### src/shared/ssd_pkg.sv
// Constants and types for the sensor slave command decoder.
// Assumes a framed command word arrives already CRC-checked from the bus front end.
package ssd_pkg;
  localparam int unsigned ADC_BITS       = 10;
  localparam int unsigned RESP_BITS      = 16;
  localparam logic [3:0]  CMD_CONV_ONE   = 4'h5;
  localparam logic [3:0]  CMD_PIN_CTRL   = 4'h3;
  localparam logic [3:0]  CMD_IDENT      = 4'h4;
  localparam logic [3:0]  ADDR_GLOBAL    = 4'h0;
  localparam int unsigned CMD_LSB        = 0;
  localparam int unsigned ADDR_LSB       = 4;
  localparam int unsigned DATA_LSB       = 8;
  localparam int unsigned LVL_LSB        = 4;
  localparam int unsigned DIR_LSB        = 0;
  localparam logic [2:0]  DIR_RESET      = 3'h0;
  localparam logic [2:0]  LVL_RESET      = 3'h0;
  // Silicon version; value is arbitrary, low bit kept zero.
  localparam logic [3:0]  SILICON_VER    = 4'ha;
  typedef enum logic [1:0] {
    FMT_LONG,
    FMT_SHORT8,
    FMT_SHORT10
  } ssd_fmt_t;
endpackage

### src/ssd_fuse_check.sv
// Fuse parity check performed once after reset release.
// Assumes fuse bits are static on-chip levels in the clock domain.
`timescale 1ns/1ns
`default_nettype none
module ssd_fuse_check #(
  parameter int unsigned FUSE_BITS = 16
) (
  input  wire logic                 mclk_i,
  input  wire logic                 rst_n_i,
  input  wire logic [FUSE_BITS-1:0] fuse_bits_i,
  input  wire logic                 fuse_parity_i,
  output logic                      fuse_parity_error_o
);
  import ssd_pkg::*;
  typedef struct packed {
    logic done;
    logic err;
  } ssd_fuse_st_t;
  ssd_fuse_st_t st_r;
  ssd_fuse_st_t st_nxt;
  always_comb begin
    st_nxt = st_r;
    if (!st_r.done) begin
      st_nxt.done = 1'b1;
      st_nxt.err  = (^fuse_bits_i) != fuse_parity_i;
    end
  end
  always_ff @(posedge mclk_i) begin
    if (!rst_n_i) begin
      st_r <= '0;
    end else begin
      st_r <= st_nxt;
    end
  end
  assign fuse_parity_error_o = st_r.err;
  a_fuse_once: assert property (@(posedge mclk_i) disable iff (!rst_n_i)
    $past(st_r.done) |-> $stable(st_r.err)) else $error("Fuse flag changed after check.");
endmodule
`default_nettype wire

### src/ssd_pin_ctrl.sv
// Three logic pins with direction and level registers.
// Assumes pin inputs are sampled elsewhere; this only drives.
`timescale 1ns/1ns
`default_nettype none
module ssd_pin_ctrl (
  input  wire logic       mclk_i,
  input  wire logic       rst_n_i,
  input  wire logic       clear_i,
  input  wire logic       load_i,
  input  wire logic [2:0] dir_i,
  input  wire logic [2:0] lvl_i,
  output logic [2:0]      pin_direction_bits_o,
  output logic [2:0]      pin_level_bits_o,
  output logic [2:0]      pin_out_o,
  output logic [2:0]      pin_oe_o
);
  import ssd_pkg::*;
  typedef struct packed {
    logic [2:0] dir;
    logic [2:0] lvl;
    logic [2:0] out;
    logic [2:0] oe;
  } ssd_pin_st_t;
  ssd_pin_st_t st_r;
  ssd_pin_st_t st_nxt;
  always_comb begin
    st_nxt = st_r;
    if (clear_i) begin
      st_nxt.dir = DIR_RESET;
      st_nxt.lvl = LVL_RESET;
    end else if (load_i) begin
      st_nxt.dir = dir_i;
      st_nxt.lvl = lvl_i;
    end
    st_nxt.oe  = st_nxt.dir;
    st_nxt.out = st_nxt.lvl & st_nxt.dir;
  end
  always_ff @(posedge mclk_i) begin
    if (!rst_n_i) begin
      st_r <= '0;
    end else begin
      st_r <= st_nxt;
    end
  end
  assign pin_direction_bits_o = st_r.dir;
  assign pin_level_bits_o     = st_r.lvl;
  assign pin_out_o            = st_r.out;
  assign pin_oe_o             = st_r.oe;
  a_pin_clear: assert property (@(posedge mclk_i) disable iff (!rst_n_i)
    clear_i |=> (pin_oe_o == 3'h0)) else $error("Clear left a pin driven.");
  a_pin_input: assert property (@(posedge mclk_i) disable iff (!rst_n_i)
    (pin_out_o & ~pin_oe_o) == 3'h0) else $error("Input pin has level.");
  a_pin_load: assert property (@(posedge mclk_i) disable iff (!rst_n_i)
    (load_i && !clear_i) |=> (pin_oe_o == $past(dir_i) &&
    pin_out_o == ($past(lvl_i) & $past(dir_i)))) else $error("Pin load wrong.");
endmodule
`default_nettype wire

### src/ssd_cmd_decoder.sv
// Command decoder and response builder for the sensor slave.
// Assumes the bus front end delivers checked command words, appends CRC to responses,
// handles init and clear, and gives a one-cycle pulse at each new message start.
// Functional notes
// - A valid second-channel request starts one 10-bit conversion of that input.
// - Code 0101 is the conversion request in long, 8-bit and 10-bit short words.
// - Conversion response: long has address, zeros, bits 9..2; short8 9..2; short10 all.
// - Addressed commands act only when the address matches the initialized address.
// - Conversion and identification requests to address 0000 are ignored.
// - Pin-control and identification are long-word only; short forms get nothing.
// - Pin-control response goes out in the next bus message.
// - Direction bit 1 makes the pin an output driven at its level bit.
// - Direction bit 0 makes the pin an input; its level bit has no effect.
// - Pin-control code 0011: levels in data 6..4, directions 2..0, 7 and 3 ignored.
// - Pin-control response echoes programmed direction and commanded level bits.
// - Pin-control to 0000 applies to all slaves and sends no response.
// - Reset or clear forces all direction bits to 0.
// - Code 0100 returns identification data in the next message.
// - Identification response: address, zeros, version, three zeros, fuse parity flag.
// - After power-up fuse parity is checked against stored parity; mismatch sets flag.
// - No command is answered until the address has been initialized.
// - Clear addressed here or to 0000 resets state and sends no response.
// - Every command and response carries a 4-bit CRC, handled by the front end.
`timescale 1ns/1ns
`default_nettype none
module ssd_cmd_decoder #(
  parameter int unsigned FUSE_BITS = 16
) (
  input  wire logic                          mclk_i,
  input  wire logic                          rst_n_i,
  input  wire logic                          cmd_valid_i,
  input  wire logic [15:0]                   cmd_word_i,
  input  wire ssd_pkg::ssd_fmt_t             cmd_fmt_i,
  input  wire logic                          msg_start_i,
  input  wire logic                          clear_i,
  input  wire logic                          addr_valid_i,
  input  wire logic [3:0]                    node_addr_i,
  output logic                               adc_start_o,
  input  wire logic                          adc_done_i,
  input  wire logic [ssd_pkg::ADC_BITS-1:0]  adc_result_i,
  input  wire logic [FUSE_BITS-1:0]          fuse_bits_i,
  input  wire logic                          fuse_parity_i,
  output logic                               resp_valid_o,
  output logic [ssd_pkg::RESP_BITS-1:0]      resp_word_o,
  output ssd_pkg::ssd_fmt_t                  resp_fmt_o,
  output logic [2:0]                         pin_direction_bits_o,
  output logic [2:0]                         pin_out_o,
  output logic [2:0]                         pin_oe_o,
  output logic                               fuse_parity_error_o
);
  import ssd_pkg::*;

  typedef enum logic [1:0] {
    ST_IDLE,
    ST_CONV,
    ST_ARMED
  } ssd_state_t;

  typedef struct packed {
    ssd_state_t                state;
    logic                      adc_start;
    logic                      resp_valid;
    logic [RESP_BITS-1:0]      resp_word;
    logic [RESP_BITS-1:0]      pend_word;
    ssd_fmt_t                  pend_fmt;
    ssd_fmt_t                  resp_fmt;
    ssd_fmt_t                  conv_fmt;
  } ssd_dec_st_t;

  ssd_dec_st_t st_r;
  ssd_dec_st_t st_nxt;

  logic [3:0] cmd_code;
  logic [3:0] cmd_addr;
  logic [7:0] cmd_data;
  logic       addr_hit;
  logic       is_global;
  logic       is_long;
  logic       pin_load;
  logic [2:0] pin_level_bits;
  logic [2:0] pin_dir_bits;

  // The bus front end strips and checks the CRC, so only the bare fields arrive here.
  assign cmd_code  = cmd_word_i[CMD_LSB +: 4];
  assign cmd_addr  = cmd_word_i[ADDR_LSB +: 4];
  assign cmd_data  = cmd_word_i[DATA_LSB +: 8];
  assign is_global = (cmd_addr == ADDR_GLOBAL);
  assign addr_hit  = addr_valid_i && !is_global && (cmd_addr == node_addr_i);
  assign is_long   = (cmd_fmt_i == FMT_LONG);

  // Global pin control is applied even though it stays silent.
  assign pin_load = cmd_valid_i && addr_valid_i && is_long && (cmd_code == CMD_PIN_CTRL)
                    && (addr_hit || is_global);

  ssd_fuse_check #(
    .FUSE_BITS (FUSE_BITS)
  ) u_fuse (
    .mclk_i              (mclk_i),
    .rst_n_i             (rst_n_i),
    .fuse_bits_i         (fuse_bits_i),
    .fuse_parity_i       (fuse_parity_i),
    .fuse_parity_error_o (fuse_parity_error_o)
  );

  ssd_pin_ctrl u_pins (
    .mclk_i               (mclk_i),
    .rst_n_i              (rst_n_i),
    .clear_i              (clear_i),
    .load_i               (pin_load),
    .dir_i                (cmd_data[DIR_LSB +: 3]),
    .lvl_i                (cmd_data[LVL_LSB +: 3]),
    .pin_direction_bits_o (pin_dir_bits),
    .pin_level_bits_o     (pin_level_bits),
    .pin_out_o            (pin_out_o),
    .pin_oe_o             (pin_oe_o)
  );

  assign pin_direction_bits_o = pin_dir_bits;

  always_comb begin
    st_nxt            = st_r;
    st_nxt.adc_start  = 1'b0;
    if (msg_start_i) begin
      st_nxt.resp_valid = 1'b0;
    end
    if (clear_i) begin
      st_nxt.state      = ST_IDLE;
      st_nxt.resp_valid = 1'b0;
    end else begin
      unique case (st_r.state)
        ST_IDLE: begin
        end
        ST_CONV: begin
          if (adc_done_i) begin
            st_nxt.state = ST_ARMED;
            unique case (st_r.conv_fmt)
              FMT_LONG:    st_nxt.pend_word = {node_addr_i, 4'h0, adc_result_i[9:2]};
              FMT_SHORT8:  st_nxt.pend_word = {8'h00, adc_result_i[9:2]};
              FMT_SHORT10: st_nxt.pend_word = {6'h00, adc_result_i};
            endcase
            st_nxt.pend_fmt = st_r.conv_fmt;
          end
        end
        ST_ARMED: begin
          if (msg_start_i) begin
            st_nxt.state      = ST_IDLE;
            st_nxt.resp_valid = 1'b1;
            st_nxt.resp_word  = st_r.pend_word;
            st_nxt.resp_fmt   = st_r.pend_fmt;
          end
        end
      endcase
      if (cmd_valid_i && addr_hit) begin
        if (cmd_code == CMD_CONV_ONE) begin
          st_nxt.state     = ST_CONV;
          st_nxt.adc_start = 1'b1;
          st_nxt.conv_fmt  = cmd_fmt_i;
        end else if (is_long && cmd_code == CMD_PIN_CTRL) begin
          st_nxt.state     = ST_ARMED;
          st_nxt.pend_word = {node_addr_i, 4'h0, 1'b0, cmd_data[LVL_LSB +: 3],
                              1'b0, cmd_data[DIR_LSB +: 3]};
          st_nxt.pend_fmt  = FMT_LONG;
        end else if (is_long && cmd_code == CMD_IDENT) begin
          st_nxt.state     = ST_ARMED;
          st_nxt.pend_word = {node_addr_i, 4'h0, SILICON_VER, 3'h0,
                              fuse_parity_error_o};
          st_nxt.pend_fmt  = FMT_LONG;
        end
      end
    end
  end

  always_ff @(posedge mclk_i) begin
    if (!rst_n_i) begin
      st_r <= '0;
    end else begin
      st_r <= st_nxt;
    end
  end

  assign adc_start_o  = st_r.adc_start;
  assign resp_valid_o = st_r.resp_valid;
  assign resp_word_o  = st_r.resp_word;
  assign resp_fmt_o   = st_r.resp_fmt;

  // Assertions.
  a_no_global_resp: assert property (@(posedge mclk_i) disable iff (!rst_n_i)
    (cmd_valid_i && is_global && st_r.state == ST_IDLE && !clear_i) |=>
    st_r.state == ST_IDLE) else $error("Global command armed a response.");
  a_uninit_no_start: assert property (@(posedge mclk_i) disable iff (!rst_n_i)
    (cmd_valid_i && !addr_valid_i) |=> !adc_start_o) else $error("Uninit start.");
  a_conv_start: assert property (@(posedge mclk_i) disable iff (!rst_n_i)
    (cmd_valid_i && addr_hit && cmd_code == CMD_CONV_ONE && !clear_i) |=>
    (adc_start_o && st_r.state == ST_CONV)) else $error("Conversion not started.");
  a_short_refused: assert property (@(posedge mclk_i) disable iff (!rst_n_i)
    (cmd_valid_i && !is_long && cmd_code != CMD_CONV_ONE && st_r.state == ST_IDLE) |=>
    st_r.state == ST_IDLE) else $error("Short-word form accepted.");
  a_send_next: assert property (@(posedge mclk_i) disable iff (!rst_n_i)
    (st_r.state == ST_ARMED && msg_start_i && !clear_i && !cmd_valid_i) |=>
    (resp_valid_o && resp_word_o == $past(st_r.pend_word))) else $error("Response lost.");
  a_resp_one_msg: assert property (@(posedge mclk_i) disable iff (!rst_n_i)
    (msg_start_i && st_r.state != ST_ARMED) |=> !resp_valid_o)
    else $error("Stale response.");
  a_ident_fmt: assert property (@(posedge mclk_i) disable iff (!rst_n_i)
    (cmd_valid_i && addr_hit && is_long && cmd_code == CMD_IDENT && !clear_i) |=>
    st_r.pend_word[7:0] == {SILICON_VER, 3'h0, fuse_parity_error_o})
    else $error("Bad ident word.");
  a_clear_silent: assert property (@(posedge mclk_i) disable iff (!rst_n_i)
    clear_i |=> (!resp_valid_o && st_r.state == ST_IDLE)) else $error("Clear not silent.");
  a_pin_echo: assert property (@(posedge mclk_i) disable iff (!rst_n_i)
    (pin_load && addr_hit && !clear_i) |=>
    st_r.pend_word[7:0] == {1'b0, pin_level_bits, 1'b0, pin_dir_bits})
    else $error("Pin echo mismatch.");
endmodule
`default_nettype wire

### config.mk
export PLATFORM = sky130hd
export DESIGN_NAME = ssd_cmd_decoder
export DESIGN_NICKNAME = d
export VERILOG_FILES = /design/src/shared/ssd_pkg.sv /design/src/ssd_fuse_check.sv /design/src/ssd_pin_ctrl.sv /design/src/ssd_cmd_decoder.sv
export SDC_FILE = /design/constraint.sdc
export NUM_CORES = 1
export LEC_CHECK = 0
export BUFFER_PORTS_ARGS = -buffer_cell sky130_fd_sc_hd__buf_2
export CORE_MARGIN = 1.5
export CORE_UTILIZATION = 50
export CTS_CLUSTER_DIAMETER = 30
export DETAILED_ROUTE_END_ITERATION = 10
export GPL_TIMING_DRIVEN = 1
export PLACE_DENSITY = 0.79
export SYNTH_ARGS = -nofsm -noshare
export SYNTH_HDL_FRONTEND = slang
export SYNTH_SLANG_ARGS = --single-unit
### constraint.sdc
create_clock -name mclk_i -period 6.25 [get_ports mclk_i]
set_clock_uncertainty 0.15 [all_clocks]
set_input_delay 0 -clock mclk_i [delete_from_list [all_inputs] [get_ports mclk_i]]
set_output_delay 0 -clock mclk_i [all_outputs]
set_load 0.1 [all_outputs]
* Word level (Yosys, flattened, before mapping)
Index checks and enable logic that the tools add are counted.
** Storage, ports and cells
- Bits in registers :: 53
- Bits of input ports :: 56
- Output and inout bits :: 30
- Logic and storage cells :: 65
** Cells by class
- Eq/ne operators :: 9
- Multiplexer cells :: 20
- Bitwise gates (word level) :: 4
- Reduce and logical (&&, ||, !) cells :: 19
** Operators with widths (count)
- $mux 18 :: 6
- $pmux 16 s3 :: 1
- $mux 17 :: 2
- $reduce_xor 16->1 :: 1
- $mux 6 :: 2
- $mux 2 :: 5
- $logic_and 1x1->1 :: 9
- $eq 4x3->1 const B :: 2
- $reduce_and 3->1 :: 2
- $eq 2x1->1 const B :: 2
- $eq 2x2->1 const B :: 2
- $eq 4x2->1 const B :: 1
- $eq 4x4->1 :: 1
- $logic_not 2->1 :: 2
- $logic_not 4->1 :: 1
- $pmux 2 s2 :: 1
- $and 3x3->3 :: 1
- $mux 3 :: 1
- $not 1->1 :: 3
- $reduce_or 3->1 :: 1
- $mux 1 :: 2
- $reduce_or 2->1 :: 1
- $logic_not 1->1 :: 1
- $logic_or 1x1->1 :: 1
- $ne 1x1->1 :: 1

* Logic depth before layout (Yosys ltp)
- Word-level depth :: 9
- Depth in mapped cells :: 8
- Depth with buffers taken out :: 7

* Hierarchy
From an unflattened synthesis, not the netlist that was laid out.
** Second synthesis, totals
- Cell total of the unflattened synthesis :: 310
- Area total of the unflattened synthesis :: 2646.3 sq um
** By module, submodules not included
- ssd_cmd_decoder :: times used 1, cells an instance 260, area each 2103.3 sq um
- ssd_pin_ctrl :: times used 1, cells an instance 30, area each 336.6 sq um
- ssd_fuse_check :: times used 1, cells an instance 20, area each 206.4 sq um

* Least setup slack after synthesis
No wires, ideal clock.
- Path kind :: register to register
- From :: register st_r[0] in the netlist's numbering
- To :: register st_r[6] in the netlist's numbering
- Arrival time :: 1.775 ns
- Setup slack :: 4.209 ns
- Cell stages (with the launch flop) :: 9
- Buffers on the path :: 1
- Clock period less this slack :: 2.041 ns
- Cell sequence :: dfxtp_1 -> inv_1 -> ha_1 -> or2_2 -> clkbuf_1 -> a22oi_1 -> o21ai_0 -> a221o_1 -> o211a_1
** On the way
- Longest elaborated chain between the ends :: 8
- Elaborated cells on any way between the ends :: 10
** RTL lines
- start: declaration :: line ssd_cmd_decoder.sv:70 : ssd_dec_st_t st_r;
- start signal: assignment :: line ssd_cmd_decoder.sv:177 : st_r <= st_nxt;
- $eq 2x2->1, or another cell as far along :: line ssd_cmd_decoder.sv:136 : unique case (st_r.conv_fmt)
- $pmux 16 s3 * :: line ssd_cmd_decoder.sv:136
- $mux 18 * :: line ssd_cmd_decoder.sv:134 : if (adc_done_i) begin
- $mux 18 * :: line ssd_cmd_decoder.sv:130 : unique case (st_r.state)
- $mux 18 :: line ssd_cmd_decoder.sv:163 : end else if (is_long && cmd_code == CMD_IDENT) begin
- $mux 18 :: line ssd_cmd_decoder.sv:158 : end else if (is_long && cmd_code == CMD_PIN_CTRL) begin
- $mux 18 :: line ssd_cmd_decoder.sv:154 : if (cmd_code == CMD_CONV_ONE) begin
- $mux 18 * :: line ssd_cmd_decoder.sv:153 : if (cmd_valid_i && addr_hit) begin
Every way passes the cells marked *; elsewhere a longest branch is shown, timed or not. The select of a mux whose other input is x is not followed.
A chain may end at the register's enable or synchronous reset.

* Worst setup path in the final report
- From :: register st_r[0] in the netlist's numbering
- To :: register st_r[13] in the netlist's numbering
The elaborated chain is that of the path after synthesis.

==> flow_summary.toml <==
[routing]
viasPerCell = 5.39
avgRoutedWirePerCell_um = 14.1
wirelength_um = 6530
ant_nets = 0
drcViolationCount = 0
first_pass_iters = 4
vias = 2499
drt_iter0_drc = 152

[sta]
hold_viol = 0
finalMaxSlewViolations = 0
timing.fmax_ghz = 0.386
holdWs_ps = 45.7
setup_viol_count_final = 0
worst_pin_slew_ps = 1110
tns_ps = 0
relSlewSlack_pct = 25.5
post-route-period-util_pct = 41.4
rsz0062_at_grt = "no"
fin_crit_ps = 2590

[worst_setup_path]
worstPathMaxFanout = 8
cp_cell_sequence = "inv_1, ha_1, nor2b_1, a221oi_1, o21ai_0, nor2_1, a211oi_1, dlygate4sd3_1"
critPathKind = "flop to flop"
reg2reg_depth = 8
start_kind = "flop"
cp.required_ps = 6360
endpoint_kind = "flop"
ff2ff_setup_slack_ps = 3660
cp_data_arrival_time_ps = 2690
slowest_delay_ps = 590
crit_path_top_delay_cell = "dlygate4sd3_1"

[logic_synthesis]
synthXorXnorAreaFrac_pct = 5.99
synthesis.nets = 374
netlist_area_sq_mm = 0.00272
synth-main-ff-cell = "dfxtp_1"
synth.ff_latch_count = 53
syn_inst = 314
yosysWarnings = 0
synth_top_family_by_area = "compound AO/OA/AOI/OAI gates"
synth_edf_count = 0
synth_compound_area_share_pct = 21.4
yosys.area_share.adder_pct = 1.84
synthMuxAreaShare_pct = 2.95
synthArstFlopShare_pct = 0
synth_cell_types = 49
synth-simple-area-share_pct = 19.0
yosysSeqAreaShare_pct = 39.1
postSynthAreaPerCell_sq_um = 8.65

[finish]
final_common_cell = "buf_2"
multi_input_comb_area_sq_mm = 0.00139
fill_cells = 457
final_area_sq_mm = 0.00333
antenna_cells = 0
drive_above_1_share_pct = 25.1
utilization_pct = 64.4
area_growth_syn_to_layout_pct = 22.7
layout_common_cells = "buf_2, dfxtp_1, nand2_1"
layout.nets = 453
regArea_sq_mm = 0.00106

[pwr]
fin_total_pwr_mw = 0.664
p_leak_nw = 1.39
power_density_mw_per_mm2 = 199
vdd_ir_drop_max_mv = 0.147

[floorplan]
rows = 26
die_y_um = 76.7
pin_count = 86
core_area_sq_mm = 0.00517
initial_core_util_pct = 52.5
die-area_sq_mm = 0.00588
fp.dieW_um = 76.7

[cts]
cts_max_level = 2
numCtsBuffers = 5
root_buffer = "clkbuf_8"
clk_path_buf_depth = 2
clk_latency_ps = 310
post_cts_buffers = 0
clk_pin_slew_ps = 90
clkSinkCount = 53
cts_tree = "built"

[run]
maxCapViolations = 0

[min_path]
min_path_type = "input port to flop"
min_path_cells = 4

[placed_design]
dp_hpwl_um = 4620
gp_congestion = 0.841
post_dp_cell_area_sq_mm = 0.00299
io_buffers = 83

[global_route]
grt_max_degree = 44
grt_usage_pct = 22.6
grt_overflow_total = 0
grt_pass1_vias = 2448
antenna_found_initial = 0
grt_pass1_wl_um = 10700

[status]
status = "completed"
state kept, by name, indices dropped and copies added, names as in the netlist, named ones only:
register                     count
u_fuse.st_r                      1
u_pins.pin_direction_bits_o      3
u_pins.pin_out_o                 3
u_pins.pin_level_bits_o          3
resp_word_o                     16
u_fuse.fuse_parity_error_o       1
st_r                            22
adc_start_o                      1
resp_fmt_o                       2
worst paths after layout:
path / startpoint / end
max reg2reg: st_r[0] / st_r[13]
min: adc_result_i[1] / st_r[7]
max: st_r[0] / st_r[13]
min reg2reg: resp_word_o[9] / resp_word_o[9]
routing by layer:
| layer | track usage, % | routed length [um] | vias to the layer above | share of wire, % |
|---|---|---|---|---|
| met3 | 5.12 | 371 | 16 | 5.7 |
| met2 | 39.8 | 3240 | 80 | 50 |
| met4 | 9.44 | 177 | 0 | 2.7 |
| met1 | 26.2 | 2740 | 1160 | 42 |
| met5 | 0 | 0 | - | 0 |
| li1 | - | - | 1243 | - |
worst max-delay path, delay by kind of cell (launching register included):
kind                     cells  cell delay [ps]
adder cells (fa/ha/maj)      1              320
AND/OR/NAND/NOR              2              480
buffers and inverters        2              670
flip-flops                   1              390
AO/OA/AOI/OAI                3              520
Yosys cell counts, drive strengths merged (2+ instances only):
master,instances,area share [%]
xor2,2,0.64
buf,23,6.2
dfxtp,53,39
or2,5,1.2
ha,4,1.8
a221o,5,1.8
a21boi,20,5.5
and2,2,0.46
a21o,2,0.55
a221oi,3,0.97
o22ai,2,0.46
nand3b,2,0.55
clkbuf,12,2.4
a31oi,6,1.4
nand2,53,7.4
nor4,3,0.69
o21ai,15,2.9
nor2b,4,0.92
a21oi,7,1.3
xnor2,14,4.5
nor3,3,0.55
a32o,6,2.2
o211ai,6,1.7
mux2i,8,2.9
nand3,6,1.1
inv,8,1.1
or3,3,0.69
and3,4,0.92
nor2,17,2.3
a211oi,3,0.83
kinds of logic (layout without fill, tap and decap cells):
kind of cell,Yosys count,after routing
AND/OR/NAND/NOR,108,108
AO/OA/AOI/OAI,80,80
flip-flops,53,53
buffers and inverters,44,124
XOR/XNOR,17,17
multiplexers,8,8
adder cells (fa/ha/maj),4,4
through the flow:
stage	setup WS, ps	cells
CTS	3740	464
global placement	4090	432
floorplan	4210	314
finish	3660	464
global route	3490	464
detailed placement	4090	432
repair_timing:
action / 4_1_cts / 5_1_grt
hold buffers: 24 / 0
gates resized for setup: 0 / 0
hold endpoints to repair: 31 / 0
power by group:
part	internal, mW	switching, mW
Clock	0.102	0.113
Sequential	0.343	0.00356
Combinational	0.0481	0.0546
final cells by class:
class | count | share of cell area [%]
multi-input combinational | 217 | 41.7
clock inverter | 1 | 0.263
timing repair buffer | 107 | 19.7
tap | 70 | 2.63
inverter | 9 | 1.01
sequential | 53 | 31.8
clock buffer | 7 | 2.89
(Power assumes the default switching activity.)
